File: src/low_battery_params.svh
`ifndef LOW_BATTERY_PARAMS_SVH
`define LOW_BATTERY_PARAMS_SVH

// register byte offsets on the bus
`define LB_OFF_WAKE_STS   8'h00
`define LB_OFF_WAKE_EN    8'h04
`define LB_OFF_SMI_STS    8'h08
`define LB_OFF_SMI_EN     8'h0C
`define LB_OFF_POWER      8'h10
`define LB_OFF_IRQ_STS    8'h14
`define LB_OFF_IRQ_MASK   8'h18

// field positions
`define LB_BIT_LOWBAT     0
`define LB_BIT_GROUP_EN   1
`define LB_BIT_IRQ_BPOR   0
`define LB_BIT_IRQ_MAIN   1

// reset values
`define LB_RST_STS        1'h0
`define LB_RST_EN         2'h0
`define LB_RST_IRQ        2'h0

// synchroniser depth in cycles
`define LB_SYNC_STAGES    2

`endif

File: src/low_battery_pkg.sv
package low_battery_pkg;

  // supply condition of the part, as seen after synchronisation
  typedef enum logic [1:0] {
    PM_BATTERY_ONLY,
    PM_STANDBY,
    PM_MAIN
  } power_mode_t;

  // fixed widths of the block
  typedef logic [1:0] enable_t;
  typedef logic [3:0] sync_vec_t;

endpackage : low_battery_pkg

File: src/battery_sync.sv
`timescale 1ns/10ps
`include "low_battery_params.svh"

// two-flop synchroniser for the pin levels
module battery_sync (
  input  wire logic                      hclk,
  input  wire logic                      hresetn,
  input  wire low_battery_pkg::sync_vec_t async_in,
  output low_battery_pkg::sync_vec_t       sync_out
);

  low_battery_pkg::sync_vec_t meta_r;

  // first stage feeds only the second stage
  always_ff @(posedge hclk or negedge hresetn) begin
    if (!hresetn) begin
      meta_r   <= 4'h0;
      sync_out <= 4'h0;
    end else begin
      meta_r   <= async_in;
      sync_out <= meta_r;
    end
  end

endmodule : battery_sync

File: src/low_battery_event_logic.sv
// Added by the designer: the AHB-Lite interface to the registers and the address map.
`timescale 1ns/10ps
`include "low_battery_params.svh"

// Contract
// - two comparator levels, below upper and below lower, feed the status logic
// - battery only and below lower gives a battery POR at standby POR
// - below upper off main power sets wake and smi status at main POR
// - battery POR sets both wake and smi low battery status bits to one
// - wake enable clears on standby POR, so battery POR never wakes
// - events raised only with main power, status, enable and group enable set
// - internal battery low event becomes active only at main POR
// - no wake event off main power; enables set earlier act once main returns
// - smi enables set earlier raise smi once main power returns
// - status bits not set while on main power, only at main POR or battery POR
// - smi status and enable bits beside matching wake status and enable
module low_battery_event_logic (
  input  wire logic        hclk,
  input  wire logic        hresetn,
  input  wire logic        hsel,
  input  wire logic [31:0] haddr,
  input  wire logic [1:0]  htrans,
  input  wire logic        hwrite,
  input  wire logic [2:0]  hsize,
  input  wire logic [31:0] hwdata,
  input  wire logic        hready,
  output logic [31:0]      hrdata,
  output logic             hreadyout,
  output logic             hresp,
  input  wire logic        battery_below_upper,
  input  wire logic        battery_below_lower,
  input  wire logic        standby_power_good,
  input  wire logic        main_power_good,
  output logic             wake_event,
  output logic             smi_event,
  output logic             battery_por,
  output logic             irq
);

  low_battery_pkg::sync_vec_t   pins_s;
  low_battery_pkg::power_mode_t mode_r;
  low_battery_pkg::power_mode_t mode_nxt;
  low_battery_pkg::enable_t     wake_en_r;
  low_battery_pkg::enable_t     smi_en_r;
  logic       below_upper_s;
  logic       below_lower_s;
  logic       standby_s;
  logic       main_s;
  logic       standby_por;
  logic       main_por;
  logic       bpor;
  logic       battery_low_event;
  logic       low_lower_seen_r;
  logic       low_upper_seen_r;
  logic       wake_status_reg_r;
  logic       smi_status_reg_r;
  logic [1:0] irq_sts_r;
  logic [1:0] irq_mask_r;
  logic [1:0] irq_set;
  logic       acc;
  logic       wr_pend_r;
  logic [7:0] wr_addr_r;
  logic       wr_wake_sts;
  logic       wr_smi_sts;
  logic       wr_irq_sts;
  logic       wr_wake_en;
  logic       wr_smi_en;
  logic       wr_irq_mask;

  // comparator and supply pins into the clock domain
  battery_sync u_sync (
    .hclk     (hclk),
    .hresetn  (hresetn),
    .async_in ({main_power_good, standby_power_good,
                battery_below_lower, battery_below_upper}),
    .sync_out (pins_s)
  );

  assign below_upper_s = pins_s[0];
  assign below_lower_s = pins_s[1];
  assign standby_s     = pins_s[2];
  assign main_s        = pins_s[3];

  // supply mode tracking; main only entered through standby
  always_comb begin
    mode_nxt = mode_r;
    unique case (mode_r)
      low_battery_pkg::PM_BATTERY_ONLY: begin
        if (standby_s) begin
          mode_nxt = low_battery_pkg::PM_STANDBY;
        end
      end
      low_battery_pkg::PM_STANDBY: begin
        if (!standby_s) begin
          mode_nxt = low_battery_pkg::PM_BATTERY_ONLY;
        end else if (main_s) begin
          mode_nxt = low_battery_pkg::PM_MAIN;
        end
      end
      low_battery_pkg::PM_MAIN: begin
        if (!standby_s) begin
          mode_nxt = low_battery_pkg::PM_BATTERY_ONLY;
        end else if (!main_s) begin
          mode_nxt = low_battery_pkg::PM_STANDBY;
        end
      end
      default: begin
        mode_nxt = low_battery_pkg::PM_BATTERY_ONLY;
      end
    endcase
  end

  always_ff @(posedge hclk or negedge hresetn) begin
    if (!hresetn) begin
      mode_r <= low_battery_pkg::PM_BATTERY_ONLY;
    end else begin
      mode_r <= mode_nxt;
    end
  end

  // power-on reset pulses from mode transitions
  assign standby_por = (mode_r == low_battery_pkg::PM_BATTERY_ONLY) && standby_s;
  assign main_por    = (mode_r == low_battery_pkg::PM_STANDBY) && standby_s && main_s;
  assign bpor        = standby_por && low_lower_seen_r;

  // lower threshold seen while on battery only
  always_ff @(posedge hclk or negedge hresetn) begin
    if (!hresetn) begin
      low_lower_seen_r <= 1'b0;
    end else if (standby_por) begin
      low_lower_seen_r <= 1'b0;
    end else if (mode_r == low_battery_pkg::PM_BATTERY_ONLY && below_lower_s) begin
      low_lower_seen_r <= 1'b1;
    end
  end

  // upper threshold seen while main power is off
  always_ff @(posedge hclk or negedge hresetn) begin
    if (!hresetn) begin
      low_upper_seen_r <= 1'b0;
    end else if (main_por) begin
      low_upper_seen_r <= 1'b0;
    end else if (mode_r != low_battery_pkg::PM_MAIN && below_upper_s) begin
      low_upper_seen_r <= 1'b1;
    end
  end

  // battery low event only at main power-on reset
  assign battery_low_event = main_por && (low_upper_seen_r || below_upper_s);

  // bus address phase decode
  assign acc         = hsel && hready && htrans[1];
  assign hreadyout   = 1'b1;
  assign hresp       = 1'b0;
  assign wr_wake_sts = wr_pend_r && (wr_addr_r == `LB_OFF_WAKE_STS);
  assign wr_smi_sts  = wr_pend_r && (wr_addr_r == `LB_OFF_SMI_STS);
  assign wr_irq_sts  = wr_pend_r && (wr_addr_r == `LB_OFF_IRQ_STS);
  assign wr_wake_en  = wr_pend_r && (wr_addr_r == `LB_OFF_WAKE_EN);
  assign wr_smi_en   = wr_pend_r && (wr_addr_r == `LB_OFF_SMI_EN);
  assign wr_irq_mask = wr_pend_r && (wr_addr_r == `LB_OFF_IRQ_MASK);

  // register read mux
  function automatic logic [31:0] read_mux(input logic [7:0] a);
    logic [31:0] d;
    d = 32'h0000_0000;
    unique case (a)
      `LB_OFF_WAKE_STS: d[`LB_BIT_LOWBAT] = wake_status_reg_r;
      `LB_OFF_WAKE_EN:  d[1:0] = wake_en_r;
      `LB_OFF_SMI_STS:  d[`LB_BIT_LOWBAT] = smi_status_reg_r;
      `LB_OFF_SMI_EN:   d[1:0] = smi_en_r;
      `LB_OFF_POWER:    d[5:0] = {low_upper_seen_r, low_lower_seen_r, main_s,
                                  standby_s, below_lower_s, below_upper_s};
      `LB_OFF_IRQ_STS:  d[1:0] = irq_sts_r;
      `LB_OFF_IRQ_MASK: d[1:0] = irq_mask_r;
      default:          d = 32'h0000_0000;
    endcase
    return d;
  endfunction : read_mux

  // latch write address, sample read data in address phase
  always_ff @(posedge hclk or negedge hresetn) begin
    if (!hresetn) begin
      wr_pend_r <= 1'b0;
      wr_addr_r <= 8'h00;
      hrdata    <= 32'h0000_0000;
    end else begin
      wr_pend_r <= acc && hwrite;
      if (acc) begin
        wr_addr_r <= {haddr[7:2], 2'b00};
      end
      if (acc && !hwrite) begin
        hrdata <= read_mux({haddr[7:2], 2'b00});
      end
    end
  end

  // wake status: set wins over write-one clear
  always_ff @(posedge hclk or negedge hresetn) begin
    if (!hresetn) begin
      wake_status_reg_r <= `LB_RST_STS;
    end else if (bpor || battery_low_event) begin
      wake_status_reg_r <= 1'b1;
    end else if (wr_wake_sts && hwdata[`LB_BIT_LOWBAT]) begin
      wake_status_reg_r <= 1'b0;
    end
  end

  // smi status: set wins over write-one clear
  always_ff @(posedge hclk or negedge hresetn) begin
    if (!hresetn) begin
      smi_status_reg_r <= `LB_RST_STS;
    end else if (bpor || battery_low_event) begin
      smi_status_reg_r <= 1'b1;
    end else if (wr_smi_sts && hwdata[`LB_BIT_LOWBAT]) begin
      smi_status_reg_r <= 1'b0;
    end
  end

  // wake enables, lost at standby power-on reset
  always_ff @(posedge hclk or negedge hresetn) begin
    if (!hresetn) begin
      wake_en_r <= `LB_RST_EN;
    end else if (standby_por) begin
      wake_en_r <= `LB_RST_EN;
    end else if (wr_wake_en) begin
      wake_en_r <= hwdata[1:0];
    end
  end

  // smi enables kept across main power loss
  always_ff @(posedge hclk or negedge hresetn) begin
    if (!hresetn) begin
      smi_en_r <= `LB_RST_EN;
    end else if (wr_smi_en) begin
      smi_en_r <= hwdata[1:0];
    end
  end

  // host events, only with main power up
  always_ff @(posedge hclk or negedge hresetn) begin
    if (!hresetn) begin
      wake_event <= 1'b0;
      smi_event  <= 1'b0;
    end else begin
      wake_event <= (mode_r == low_battery_pkg::PM_MAIN) && wake_status_reg_r
                    && wake_en_r[`LB_BIT_LOWBAT] && wake_en_r[`LB_BIT_GROUP_EN];
      smi_event  <= (mode_r == low_battery_pkg::PM_MAIN) && smi_status_reg_r
                    && smi_en_r[`LB_BIT_LOWBAT] && smi_en_r[`LB_BIT_GROUP_EN];
    end
  end

  // battery por marker pulse
  always_ff @(posedge hclk or negedge hresetn) begin
    if (!hresetn) begin
      battery_por <= 1'b0;
    end else begin
      battery_por <= bpor;
    end
  end

  // interrupt status, set wins over clear
  assign irq_set = {battery_low_event, bpor};

  always_ff @(posedge hclk or negedge hresetn) begin
    if (!hresetn) begin
      irq_sts_r <= `LB_RST_IRQ;
    end else if (wr_irq_sts) begin
      irq_sts_r <= (irq_sts_r & ~hwdata[1:0]) | irq_set;
    end else begin
      irq_sts_r <= irq_sts_r | irq_set;
    end
  end

  // interrupt mask
  always_ff @(posedge hclk or negedge hresetn) begin
    if (!hresetn) begin
      irq_mask_r <= `LB_RST_IRQ;
    end else if (wr_irq_mask) begin
      irq_mask_r <= hwdata[1:0];
    end
  end

  assign irq = |(irq_sts_r & irq_mask_r);

  // checks
  property p_bpor_on_standby_por;
    @(posedge hclk) disable iff (!hresetn)
      standby_por && low_lower_seen_r |=> battery_por;
  endproperty
  a_bpor_on_standby_por: assert property (p_bpor_on_standby_por)
    else $error("battery por missing after standby por");

  property p_bpor_sets_both;
    @(posedge hclk) disable iff (!hresetn)
      bpor |=> wake_status_reg_r && smi_status_reg_r;
  endproperty
  a_bpor_sets_both: assert property (p_bpor_sets_both)
    else $error("battery por did not set both status bits");

  property p_main_por_latches;
    @(posedge hclk) disable iff (!hresetn)
      main_por && low_upper_seen_r |=> wake_status_reg_r && smi_status_reg_r && !low_upper_seen_r;
  endproperty
  a_main_por_latches: assert property (p_main_por_latches)
    else $error("main por did not latch low battery");

  property p_wake_en_cleared;
    @(posedge hclk) disable iff (!hresetn)
      standby_por |=> wake_en_r == 2'h0;
  endproperty
  a_wake_en_cleared: assert property (p_wake_en_cleared)
    else $error("wake enable survived standby por");

  property p_no_wake_off_main;
    @(posedge hclk) disable iff (!hresetn)
      mode_r != low_battery_pkg::PM_MAIN |=> !wake_event;
  endproperty
  a_no_wake_off_main: assert property (p_no_wake_off_main)
    else $error("wake event off main power");

  property p_smi_needs_enables;
    @(posedge hclk) disable iff (!hresetn)
      smi_event |-> $past(smi_status_reg_r) && $past(smi_en_r) == 2'h3;
  endproperty
  a_smi_needs_enables: assert property (p_smi_needs_enables)
    else $error("smi raised without status and enables");

  property p_smi_on_return;
    @(posedge hclk) disable iff (!hresetn)
      mode_r == low_battery_pkg::PM_MAIN && smi_status_reg_r && smi_en_r == 2'h3
      ##1 mode_r == low_battery_pkg::PM_MAIN |-> smi_event;
  endproperty
  a_smi_on_return: assert property (p_smi_on_return)
    else $error("smi not raised on main power");

  property p_set_only_at_por;
    @(posedge hclk) disable iff (!hresetn)
      $rose(smi_status_reg_r) |-> $past(bpor) || $past(battery_low_event);
  endproperty
  a_set_only_at_por: assert property (p_set_only_at_por)
    else $error("status set outside power-on reset");

  property p_event_only_main_por;
    @(posedge hclk) disable iff (!hresetn)
      battery_low_event |-> mode_r == low_battery_pkg::PM_STANDBY ##1 mode_r == low_battery_pkg::PM_MAIN;
  endproperty
  a_event_only_main_por: assert property (p_event_only_main_por)
    else $error("battery low event outside main por");

  property p_w1c_clears;
    @(posedge hclk) disable iff (!hresetn)
      wr_wake_sts && hwdata[0] && !bpor && !battery_low_event |=> !wake_status_reg_r;
  endproperty
  a_w1c_clears: assert property (p_w1c_clears)
    else $error("write one did not clear wake status");

  property p_read_smi_en;
    @(posedge hclk) disable iff (!hresetn)
      acc && !hwrite && haddr[7:0] == `LB_OFF_SMI_EN |=> hrdata[1:0] == $past(smi_en_r);
  endproperty
  a_read_smi_en: assert property (p_read_smi_en)
    else $error("smi enable read mismatch");

  property p_sync_delay;
    @(posedge hclk) disable iff (!hresetn)
      $rose(below_upper_s) |-> $past(battery_below_upper, 2);
  endproperty
  a_sync_delay: assert property (p_sync_delay)
    else $error("comparator level not two flops late");

endmodule : low_battery_event_logic

File: config.mk
export PLATFORM = sky130hd
export DESIGN_NAME = low_battery_event_logic
export DESIGN_NICKNAME = d
export VERILOG_FILES = /design/src/low_battery_pkg.sv /design/src/battery_sync.sv /design/src/low_battery_event_logic.sv
export VERILOG_INCLUDE_DIRS = /design/src
export SDC_FILE = /design/constraint.sdc
export NUM_CORES = 1
export LEC_CHECK = 0
export BUFFER_PORTS_ARGS = -buffer_cell sky130_fd_sc_hd__buf_2
export CAP_MARGIN = 40
export CELL_PAD_IN_SITES_DETAIL_PLACEMENT = 2
export CELL_PAD_IN_SITES_GLOBAL_PLACEMENT = 2
export CORE_MARGIN = 3
export CORE_UTILIZATION = 21
export DETAILED_ROUTE_END_ITERATION = 6
export PLACE_DENSITY = 0.74
export REMOVE_ABC_BUFFERS = 1
export SKIP_CTS_REPAIR_TIMING = 1
export SLEW_MARGIN = 40
export SYNTH_ARGS = -nofsm -noshare
export SYNTH_HDL_FRONTEND = slang
export SYNTH_SLANG_ARGS = --single-unit
File: constraint.sdc
create_clock -name hclk -period 1.9 [get_ports hclk]
set_input_delay 0.19 -clock hclk [delete_from_list [all_inputs] [get_ports hclk]]
set_output_delay 0.19 -clock hclk [all_outputs]
set_load 0.02 [all_outputs]
---- Yosys cells after proc, flatten, opt, wreduce, memory -nomap -nowiden ----
Index checks and enable logic that the tools add are counted.
word-level totals
  flip-flop bits (word level) ............. 38
  input bits .............................. 78
  output and inout bits ................... 38
  logic and storage cells ................. 97
operators by class
  equal/unequal tests ..................... 17
  multiplexer cells ....................... 20
  bitwise operators ....................... 5
  reductions and logical operators ........ 38
operators by type and width
  kind                count
  $eq 6x3->1 const B  5
  $logic_and 1x1->1   25
  $eq 6x2->1 const B  4
  $mux 2              8
  $eq 6x1->1 const B  2
  $reduce_bool 2->1   5
  $logic_not 8->1     1
  $mux 1              8
  $pmux 1 s7          1
  $logic_not 6->1     1
  $pmux 2 s3          1
  $pmux 1 s5          1
  $and 2x2->2         2
  $mux 4              1
  $or 2x2->2          2
  $ne 3x2->1 const B  1
  $ne 3x3->1 const B  1
  $reduce_and 3->1    1
  $eq 2x1->1 const B  1
  $eq 2x2->1 const B  1
  $logic_not 2->1     1
  $logic_or 1x1->1    2
  $ne 2x1->1 const B  1
  $ne 2x2->1 const B  1
  3 further kinds     3

---- Logic depth before layout (Yosys ltp) ----
Gate-level depths: netlist of the first run.
  depth after elaboration ................. 6
  mapped depth ............................ 5
  depth with buffers taken out ............ 4

---- By module ----
From an unflattened synthesis of the first run, not the netlist that was laid out.
second synthesis, totals
  cells, all modules ...................... 156
  area total of the unflattened synthesis .. 1786.7 um2
by module, submodules not included
  module                   times used  cells each  area each (um2)  seq. area each (um2)
  low_battery_event_logic  1           148         1586.5           750.7
  battery_sync             1           8           200.2            200.2

---- Worst setup path before layout of the first run ----
No wires, ideal clock.
  kind .................................... register to register
  start point ............................. register wr_addr_r[5]
  end point ............................... register irq_mask_r[0]
  library setup time ...................... 0.125 ns
  arrival time ............................ 1.702 ns
  required time ........................... 1.775 ns
  slack ................................... 0.073 ns
  cell stages (with the launch flop) ...... 4
  path buffers ............................ 0
  period minus slack after synthesis ...... 1.827 ns
  cells stage by stage .................... dfrtp_1 or4b_4 or4b_4 mux2_4
on the way
  longest elaborated chain between the ends .. 2
RTL lines
  item                    line                            text
  start, declared         low_battery_event_logic.sv:62   logic [7:0] wr_addr_r;
  start signal, assigned  low_battery_event_logic.sv:189  wr_addr_r <= {haddr[7:2], 2'b00};
  $eq 6x3->1 (no line)    n/a
  $logic_and 1x1->1       low_battery_event_logic.sv:160  assign wr_irq_mask = wr_pend_r && (wr_addr_r == `LB_OFF_IRQ_MASK);
  end signal, assigned    low_battery_event_logic.sv:277  irq_mask_r <= `LB_RST_IRQ;
  end signal, assigned    low_battery_event_logic.sv:279  irq_mask_r <= hwdata[1:0];
  end, declared           low_battery_event_logic.sv:58   logic [1:0] irq_mask_r;
Every way passes these cells.
A chain may end at the register's enable or synchronous reset.

---- Worst setup path in the final report of the first run ----
Same ends and word-level chain as after synthesis.

==> results of run 1 <==
[layout make-up]
cell class | count | share of cell area
sequential | 38 | 0.456
multi-input combinational | 118 | 0.336
timing repair buffer | 36 | 0.103
tap | 102 | 0.0613
clock buffer | 5 | 0.0330
inverter | 3 | 0.00541
clock inverter | 2 | 0.00480
[metrics by stage]
stage / cells / setup TNS [ns] / area [µm²] / worst slack [ns] / power (W)
2_1_floorplan: 159 / 0 / 1650 / 0.0726 / 0.00105
3_3_place_gp: 292 / 0 / 1950 / 0.0477 / 0.00113
3_5_place_dp: 292 / 0 / 1950 / 0.0192 / 0.00115
5_1_grt: 304 / -0.0275 / 2080 / -0.0142 / 0.00175
6_report: 304 / 0 / 2080 / 0.0188 / 0.00166
4_1_cts: 299 / 0 / 2030 / 0.0102 / 0.00167
[cells in the mapped netlist (3+ instances only)]
cell type / instances / area share
buf_4: 28 / 0.12
mux2_2: 7 / 0.044
a21oi_1: 5 / 0.014
o21ai_0: 6 / 0.017
mux2i_1: 4 / 0.023
clkbuf_1: 3 / 0.0063
nand2b_1: 4 / 0.014
a211o_1: 3 / 0.015
nand2_1: 15 / 0.032
inv_1: 3 / 0.0063
nand3_1: 5 / 0.014
nor2_1: 13 / 0.027
dfrtp_1: 38 / 0.53
[registers in the layout (all words and copies together) (netlist names), 2 cells and up]
signal and flops:
hrdata 6, irq_mask_r 2, irq_sts_r 2, mode_r 2
smi_en_r 2, u_sync.meta_r 4, u_sync.sync_out 4, wake_en_r 2
wr_addr_r 6
[per-layer routing]
layer,share of wire,vias to the layer above,GRT usage
met5,0,-,0
met2,0.47,41,0.141
li1,-,578,-
met3,0.059,4,0.0264
met4,0.0081,0,0.0224
met1,0.47,616,0.118
[layout by cell type (no fill, tap or decap), types with 2 or more instances in the layout]
cell type      count
inv_1              3
dfrtp_1           38
a31oi_1            2
nor3b_1            2
a21oi_1            5
nand2b_1           4
nand2_1           15
buf_2             27
or4b_4             2
nor2_1            12
mux2_4             2
nor2b_1            2
a21o_1             2
clkbuf_8           5
nand3_1            5
buf_4              4
nor4b_1            2
mux2i_1            4
a211o_1            3
dlygate4sd3_1      5
conb_1            28
o21a_1             2
o21ai_0            6
clkinv_2           2
mux2_2             7
[power by group through the flow]
stage | combinational [W] | sequential, W | clock [W]
after detailed placement | 0.000219 | 0.000928 | 0
after CTS | 0.000221 | 0.000912 | 0.000535
final | 0.000227 | 0.000912 | 0.000521
after global placement | 0.000211 | 0.000922 | 0
after global routing | 0.000255 | 0.000921 | 0.000575
after floorplan | 0.000130 | 0.000920 | 0
[cell families after synthesis]
kind of cell	count (synthesis)	share of synthesized area
other cells	2	0.00422
compound gates	26	0.0971
buf+inv	34	0.131
flops	38	0.535
mux	13	0.0837
simple gates	51	0.149
[worst max-delay path, cell delays in order (launching register included)]
cell     delay (ns)
dfrtp_1        0.38
or4b_4         0.54
or4b_4         0.53
mux2_4         0.31
[final timing paths]
| path | from | to | slack [ns] | cells past startpoint |
|---|---|---|---|---|
| setup / recovery | wr_addr_r[5] | irq_mask_r[0] | 0.02 | 3 |
| hold / removal | haddr[5] | wr_addr_r[5] | 0.15 | 2 |
| setup reg to reg | wr_addr_r[5] | irq_mask_r[0] | 0.02 | 3 |
| hold reg to reg | u_sync.meta_r[3] | u_sync.sync_out[3] | 0.35 | 0 |
| max in group asynchronous | hresetn | u_sync.sync_out[3] | 1.08 | 3 |
| min in group asynchronous | hresetn | smi_en_r[1] | 0.32 | 2 |
==> results_dict.tcl, run 1 <==
set metrics [dict create \
    status "finished, final reports clean" \
    cts_tree "done" \
    hp-class "input pin to register" \
    vdd_drop_max_uv 332 \
    antenna_found_initial 0 \
    clk_pin_slew_worst_paths_ns 0.07 \
    cts_sinks 38 \
    synth_edf_count 0 \
    core.rowCount 32 \
    vias 1239 \
    grt_start_max_net_pins 17 \
    crit_path_end_kind "register" \
    numCtsBuffers 5 \
    p_leak_nw 0.949 \
    core_area_um2 7970 \
    skew_ns 0.00460 \
    combPwrFrac 0.137 \
    whs_ns 0.154 \
    cts-root-buf "clkbuf_8" \
    syn_inst 164 \
    syn_to_final_growth_pct 17.2 \
    dieHeight_um 98.0 \
    clk_latency_ns 0.29 \
    grt_pass1_wl_um 6850 \
    worstPathRequired_ns 2.08 \
    drc_errors 0 \
    io_buffers 27 \
    p_per_area_nw_per_um2 797 \
    ys_seq_area_frac 0.535 \
    drt_iter0_drc 36 \
    drive_above_1_share 0.252 \
    clock_path_buffers 2 \
    rsz0062_at_grt "yes" \
    netlist_area_um2 1780 \
    grt-ovfl-total 0 \
    maxCapViolCount 0 \
    synth-seq-cells 38 \
    async_flop_share 1.00 \
    period_share 0.990 \
    antennaDiodeCount 0 \
    hold_viol 0 \
    avgSynthCellArea_um2 10.8 \
    synthDistinctLibCells 33 \
    hpwl_um 3310 \
    p_clk_frac 0.314 \
    via_per_inst 4.08 \
    setup_violations 0 \
    grt_pass1_vias 1360 \
    ant_nets 0 \
    multiInputGateArea_um2 699 \
    cp-start-kind "register" \
    routabilityCongestion 0.791 \
    arrival_ns 2.06 \
    fin_util 0.261 \
    start_util 0.223 \
    fillers 927 \
    fmax_mhz 532 \
    maxSlewViolCount 0 \
    ys_warn_count 0 \
    nets 280 \
    internal_power_w 0.00119 \
    critPathMaxFanout 2 \
    wl_um 4190 \
    critPathKind "register to register" \
    htreeDepth 2 \
    p_seq_frac 0.549 \
    regArea_um2 951 \
    p_sw_frac 0.282 \
    wire_per_inst_um 13.8 \
    dr.pass1.iters 4 \
    io_pins 116 \
    chipWidth_um 98.0 \
    die_area_um2 9610 \
    p_switching_w 0.000469 \
    grt_usage 0.0887 \
    min_period_ns 1.88 \
    ys.flop_type "dfrtp_1" \
]
Note: power is estimated with default switching activity, not from simulation.
==> run 2, diff against run 1 <==
--- a/config.mk
+++ b/config.mk
@@ -13,10 +13,11 @@
 export CORE_MARGIN = 3
 export CORE_UTILIZATION = 21
 export DETAILED_ROUTE_END_ITERATION = 6
-export PLACE_DENSITY = 0.74
+export PLACE_DENSITY = 0.73
 export REMOVE_ABC_BUFFERS = 1
 export SKIP_CTS_REPAIR_TIMING = 1
 export SLEW_MARGIN = 40
 export SYNTH_ARGS = -nofsm -noshare
 export SYNTH_HDL_FRONTEND = slang
+export SYNTH_HIERARCHICAL = 1
 export SYNTH_SLANG_ARGS = --single-unit
==> run 2 against run 1 <==
Compared with the run above:
- design area grew 3.1%
- die area increased by 0.46%
- critical path depth did not move
- register-to-register slack improved by 0.11 ns
- count of clock-buffer cells in the layout unchanged
- clock power up 59%
- sequential cell count is the same
- cell count fell by 1.3%
- synthesized area rose by 0.49%
- critical endpoint is now smi_en_r[1]
==> results_dict.tcl, run 2 <==
set metrics [dict create \
    nets 272 \
    clk_pin_slew_worst_paths_ns 0.08 \
    netlist_area_um2 1790 \
    critPathSlowestCell "or4b_4" \
    p_sw_frac 0.252 \
    final_common_cell "dfrtp_1" \
    combPwrFrac 0.110 \
    grt_pass1_vias 1370 \
    cp-endpoint "smi_en_r[1]" \
    synth.top_cell.area_share 0.532 \
    fin_setup_tns_ns 0 \
    synth_edf_count 0 \
    place_ws_ns 0.125 \
    core.rowCount 33 \
    ys_top_cells_by_area "dfrtp_1 (53%), buf_4 (12%), mux2_2 (5.7%), a22o_1 (2.9%), nor2_1 (2.3%)" \
    p_clk_frac 0.421 \
    grt_usage 0.0929 \
    maxCapViolCount 0 \
    layout_common_cells "dfrtp_1 (38), conb_1 (28), buf_2 (27), nor2_1 (11), mux2_2 (9)" \
    io_buffers 27 \
    ant_nets 0 \
    hp-class "input pin to register" \
    cts_tree "done" \
    rsz0062_at_grt "no" \
    wire_per_inst_um 14.3 \
    r2r_end "smi_en_r[1]" \
    crit_path_end_kind "register" \
    period_share 0.933 \
    critPathKind "register to register" \
    io_pins 116 \
    startpoint "wr_addr_r[5]" \
    place_inst 287 \
    fillers 935 \
    worstReg2RegStart "wr_addr_r[5]" \
    crit_buf_inv 0 \
    reg2reg_depth 3 \
    vias 1230 \
    worstPathRequired_ns 2.08 \
    fmax_mhz 564 \
    p_seq_frac 0.469 \
    vdd_drop_max_uv 219 \
    p_per_area_nw_per_um2 913 \
    cp_num_cells 3 \
    internal_power_w 0.00147 \
    tightest_slew_ns 0.522 \
    p_switching_w 0.000493 \
    wl_um 4280 \
    synth-seq-cells 38 \
    avgSynthCellArea_um2 11.5 \
    via_per_inst 4.10 \
    dieHeight_um 98.2 \
    synthDistinctLibCells 35 \
    ys.flop_type "dfrtp_1" \
    grt_start_max_net_pins 21 \
    die_area_um2 9650 \
    drive_above_1_share 0.267 \
    grt-ovfl-total 0 \
    synth_most_common_cell "dfrtp_1" \
    p_leak_nw 0.997 \
    cp-start-kind "register" \
    start_util 0.216 \
    synth_common_cells "dfrtp_1 (38), buf_4 (28), nor2_1 (11), mux2_2 (9), nand2_1 (7)" \
    maxSlewHeadroom 0.647 \
    critPathMaxFanout 4 \
    top_regs "hrdata x6, wr_addr_r x6" \
    layout_setup_ws_ns 0.127 \
    skew_ns 0.00656 \
    crit_family "simple AND/OR/NAND/NOR gates" \
    arrival_ns 1.95 \
    antenna_found_initial 0 \
    reg2reg_slack_ns 0.13 \
    status "finished, final reports clean" \
    stdcell_count 300 \
    hpwl_um 3310 \
    numCtsBuffers 5 \
    cts_sinks 38 \
    grt_pass1_wl_um 7120 \
    ys_seq_area_frac 0.532 \
    routabilityCongestion 0.765 \
    syn_inst 156 \
    core_area_um2 8260 \
    dr.pass1.iters 4 \
    hold_viol 0 \
    clk_latency_ns 0.29 \
    async_flop_share 1.00 \
    syn_to_final_growth_pct 20.2 \
    antennaDiodeCount 0 \
    ys_warn_count 6 \
    chipWidth_um 98.2 \
    min_period_ns 1.77 \
    clock_path_buffers 2 \
    drt_iter0_drc 54 \
    power_w 0.00196 \
    htreeDepth 2 \
    cp_cell_sequence "or4b_4, nor3_1, mux2_2" \
    cts-root-buf "clkbuf_8" \
    drc_errors 0 \
    synth_top_area_cell "dfrtp_1" \
    maxSlewViolCount 0 \
    max_stage_delay_ns 0.59 \
    setup_violations 0 \
]
-- run 2: cell count changes in the layout (fill, tap and decap cells not counted), sizes merged, moves of 3 or more --
| cell | delta |
|---|---|
| a211o | -3 |
| nand3b | +4 |
| nand2 | -8 |
| o211ai | +3 |
| o21ai | -3 |
| a22o | +5 |
-- run 2: area by class of cell --
| cell class | count | area [µm²] | share of cell area |
|---|---|---|---|
| Inverter | 4 | 15.0 | 0.00699 |
| Tap cell | 105 | 131 | 0.0612 |
| Sequential cell | 38 | 951 | 0.443 |
| Clock inverter | 3 | 68.8 | 0.0321 |
| Multi-Input combinational cell | 109 | 697 | 0.325 |
| Clock buffer | 5 | 68.8 | 0.0321 |
| Timing Repair Buffer | 36 | 215 | 0.100 |
-- run 2: worst min-delay path by stage --
stage                     startpoint  slack [ns]               end  cells after the start
after CTS                    hresetn       -0.17  low_upper_seen_r                      1
after global routing          hwrite        0.12         wr_pend_r                      3
after floorplan              hresetn       -0.11       battery_por                      0
after detailed placement     hresetn        0.16  low_upper_seen_r                      1
final                         hwrite        0.12         wr_pend_r                      3
after global placement       hresetn        0.17  low_upper_seen_r                      1
-- run 2: power by group through the flow --
stage	clock (W)	combinational, W	sequential (W)
after CTS	0.000864	0.000210	0.000919
after global placement	0	0.000202	0.000930
after floorplan	0	0.000129	0.000923
after detailed placement	0	0.000209	0.000935
final	0.000826	0.000215	0.000919
after global routing	0.000887	0.000240	0.000929
-- run 2: through the flow --
| stage | hold slack [ns] | area, µm² | utilization |
|---|---|---|---|
| 2_1_floorplan | -0.106 | 1660 | - |
| 5_1_grt | 0.125 | 2150 | 0.260 |
| 6_report | 0.122 | 2150 | 0.260 |
| 4_1_cts | -0.168 | 2100 | 0.254 |
| 3_3_place_gp | 0.168 | 1960 | 0.237 |
| 3_5_place_dp | 0.161 | 1960 | 0.237 |
-- run 2: cells by family after synthesis --
kind of cell / Yosys count / share of synthesized area
AO/OA/AOI/OAI: 26 / 0.106
buffers and inverters: 35 / 0.132
flip-flops: 38 / 0.532
multiplexers: 12 / 0.0735
other: 2 / 0.00420
AND/OR/NAND/NOR: 43 / 0.151
-- run 2: worst min-delay path, cell delays in order --
cell	delay, ns
buf_2	0.10
inv_1	0.04
nor2_1	0.04
-- run 2: metal layers --
layer,part of all wire,track usage
met1,0.45,0.122
met2,0.48,0.148
met3,0.056,0.0257
met4,0.012,0.0315
met5,0,0
==> run 3, diff against run 2 <==
--- a/config.mk
+++ b/config.mk
@@ -11,9 +11,9 @@
 export CELL_PAD_IN_SITES_DETAIL_PLACEMENT = 2
 export CELL_PAD_IN_SITES_GLOBAL_PLACEMENT = 2
 export CORE_MARGIN = 3
-export CORE_UTILIZATION = 21
+export CORE_UTILIZATION = 25
 export DETAILED_ROUTE_END_ITERATION = 6
-export PLACE_DENSITY = 0.73
+export PLACE_DENSITY = 0.82
 export REMOVE_ABC_BUFFERS = 1
 export SKIP_CTS_REPAIR_TIMING = 1
 export SLEW_MARGIN = 40
==> constraint.sdc (replaced) <==
create_clock -name hclk -period 2.1 [get_ports hclk]
set_input_delay 0.21 -clock hclk [delete_from_list [all_inputs] [get_ports hclk]]
set_output_delay 0.21 -clock hclk [all_outputs]
set_load 0.02 [all_outputs]
==> run 3 against run 2 <==
Compared with the run above:
- power is 21% lower
- register-to-register slack improved by 0.11 ns
- critical endpoint is now smi_en_r[0]
- hold slack worse by 0.095 ns
- sequential share of layout area up 2.1 points
- core utilization up 3.9 points
- count of clock-buffer cells in the layout up 1
- critical path type unchanged
- design area decreased by 4.5%
- via count shrank 2.4%
==> results_dict.tcl, run 3 (synthesized netlist as in run 2, its figures left out) <==
set metrics [dict create \
    crit_family "simple AND/OR/NAND/NOR gates" \
    wl_met1_um 1860 \
    dr.pass1.iters 3 \
    clk_pin_slew_worst_paths_ns 0.08 \
    htreeDepth 2 \
    grt-ovfl-total 0 \
    grt_pass1_wl_um 6860 \
    core.rowCount 30 \
    cp-start-kind "register" \
    grt_pass1_vias 1261 \
    maxSlewViolCount 0 \
    multiInputGateArea_um2 697 \
    dieHeight_um 90.5 \
    chipWidth_um 90.5 \
    drive_above_1_share 0.263 \
    cp_cell_sequence "or4b_4, nor3_1, mux2_2" \
    period_share 0.886 \
    critPathMaxFanout 4 \
    antenna_found_initial 0 \
    maxCapViolCount 0 \
    critPathSlowestCell "or4b_4" \
    wl_um 4180 \
    wire_per_inst_um 14.6 \
    grt_usage 0.106 \
    vias 1201 \
    critPathKind "register to register" \
    fmax_mhz 538 \
    routabilityCongestion 0.803 \
    fillers 754 \
    syn_to_final_growth_pct 14.8 \
    routed.top_layer "met4" \
    tightest_slew_ns 0.520 \
    setup_violations 0 \
    clk_latency_ns 0.29 \
    wl_met3_um 237 \
    start_util 0.260 \
    status "finished, final reports clean" \
    cts_sinks 38 \
    hp-class "input pin to register" \
    drc_errors 0 \
    dr_wl_met2_um 2020 \
    final_common_cell "dfrtp_1" \
    layout_common_cells "dfrtp_1 (38), conb_1 (28), buf_2 (26), nor2_1 (11), mux2_2 (9)" \
    hpwl_um 3100 \
    drt_iter0_drc 32 \
    io_buffers 27 \
    clock_path_buffers 2 \
    grt_start_max_net_pins 39 \
    antennaDiodeCount 0 \
    regArea_um2 951 \
    via_per_inst 4.20 \
    min_period_ns 1.86 \
    cts_tree "done" \
    arrival_ns 2.04 \
    cts-root-buf "clkbuf_8" \
    crit_path_end_kind "register" \
    crit_buf_inv 0 \
    fin_setup_tns_ns 0 \
    numCtsBuffers 5 \
    maxSlewHeadroom 0.648 \
    layout_setup_ws_ns 0.240 \
    place_ws_ns 0.249 \
    worstPathRequired_ns 2.28 \
    vdd_drop_max_uv 186 \
    top_regs "hrdata x6, wr_addr_r x6" \
    ant_nets 0 \
    power_w 0.00155 \
    core_area_um2 6870 \
    nets 267 \
    p_per_area_nw_per_um2 754 \
    max_stage_delay_ns 0.59 \
    skew_ns 0.0105 \
    hold_viol 0 \
    rsz0062_at_grt "no" \
    p_leak_nw 0.955 \
    die_area_um2 8200 \
    io_pins 116 \
]
==> run 3: final timing paths <==
check                      cells past startpoint          startpoint  slack (ns)            endpoint
setup / recovery                               3        wr_addr_r[5]        0.24         smi_en_r[0]
hold / removal                                 1  standby_power_good        0.03    u_sync/meta_r[2]
setup reg to reg                               3        wr_addr_r[5]        0.24         smi_en_r[0]
hold reg to reg                                0    u_sync/meta_r[0]        0.35  u_sync/sync_out[0]
max in group asynchronous                      2             hresetn        1.32           hrdata[3]
min in group asynchronous                      2             hresetn        0.42         smi_en_r[1]
==> run 3: final cells by class <==
type | instances | share of cell area
multi-input cells | 109 | 0.340
inverters | 4 | 0.00732
clock buffers | 6 | 0.0403
repair buffers | 31 | 0.0842
flip-flops and latches | 38 | 0.464
clock inverters | 2 | 0.00610
well taps | 96 | 0.0586
==> run 3: per-layer routing <==
layer | track usage | up-vias
li1 | - | 554
met1 | 0.139 | 603
met2 | 0.162 | 39
met3 | 0.0350 | 5
met4 | 0.0421 | 0
met5 | 0 | -
==> run 3: power breakdown <==
part           internal (W)  switching [W]
Clock              0.000264       0.000262
Combinational     0.0000681       0.000120
Sequential         0.000778      0.0000549
Total               0.00111       0.000437
==> run 3: through the flow <==
| stage | util | cell area [µm²] | instances | hold WS (ns) |
|---|---|---|---|---|
| floorplan | - | 1660 | 151 | -0.0856 |
| global placement | 0.281 | 1930 | 276 | 0.318 |
| global route | 0.299 | 2050 | 286 | 0.00325 |
| CTS | 0.296 | 2030 | 284 | -0.123 |
| detailed placement | 0.282 | 1940 | 276 | 0.204 |
| finish | 0.299 | 2050 | 286 | 0.0273 |
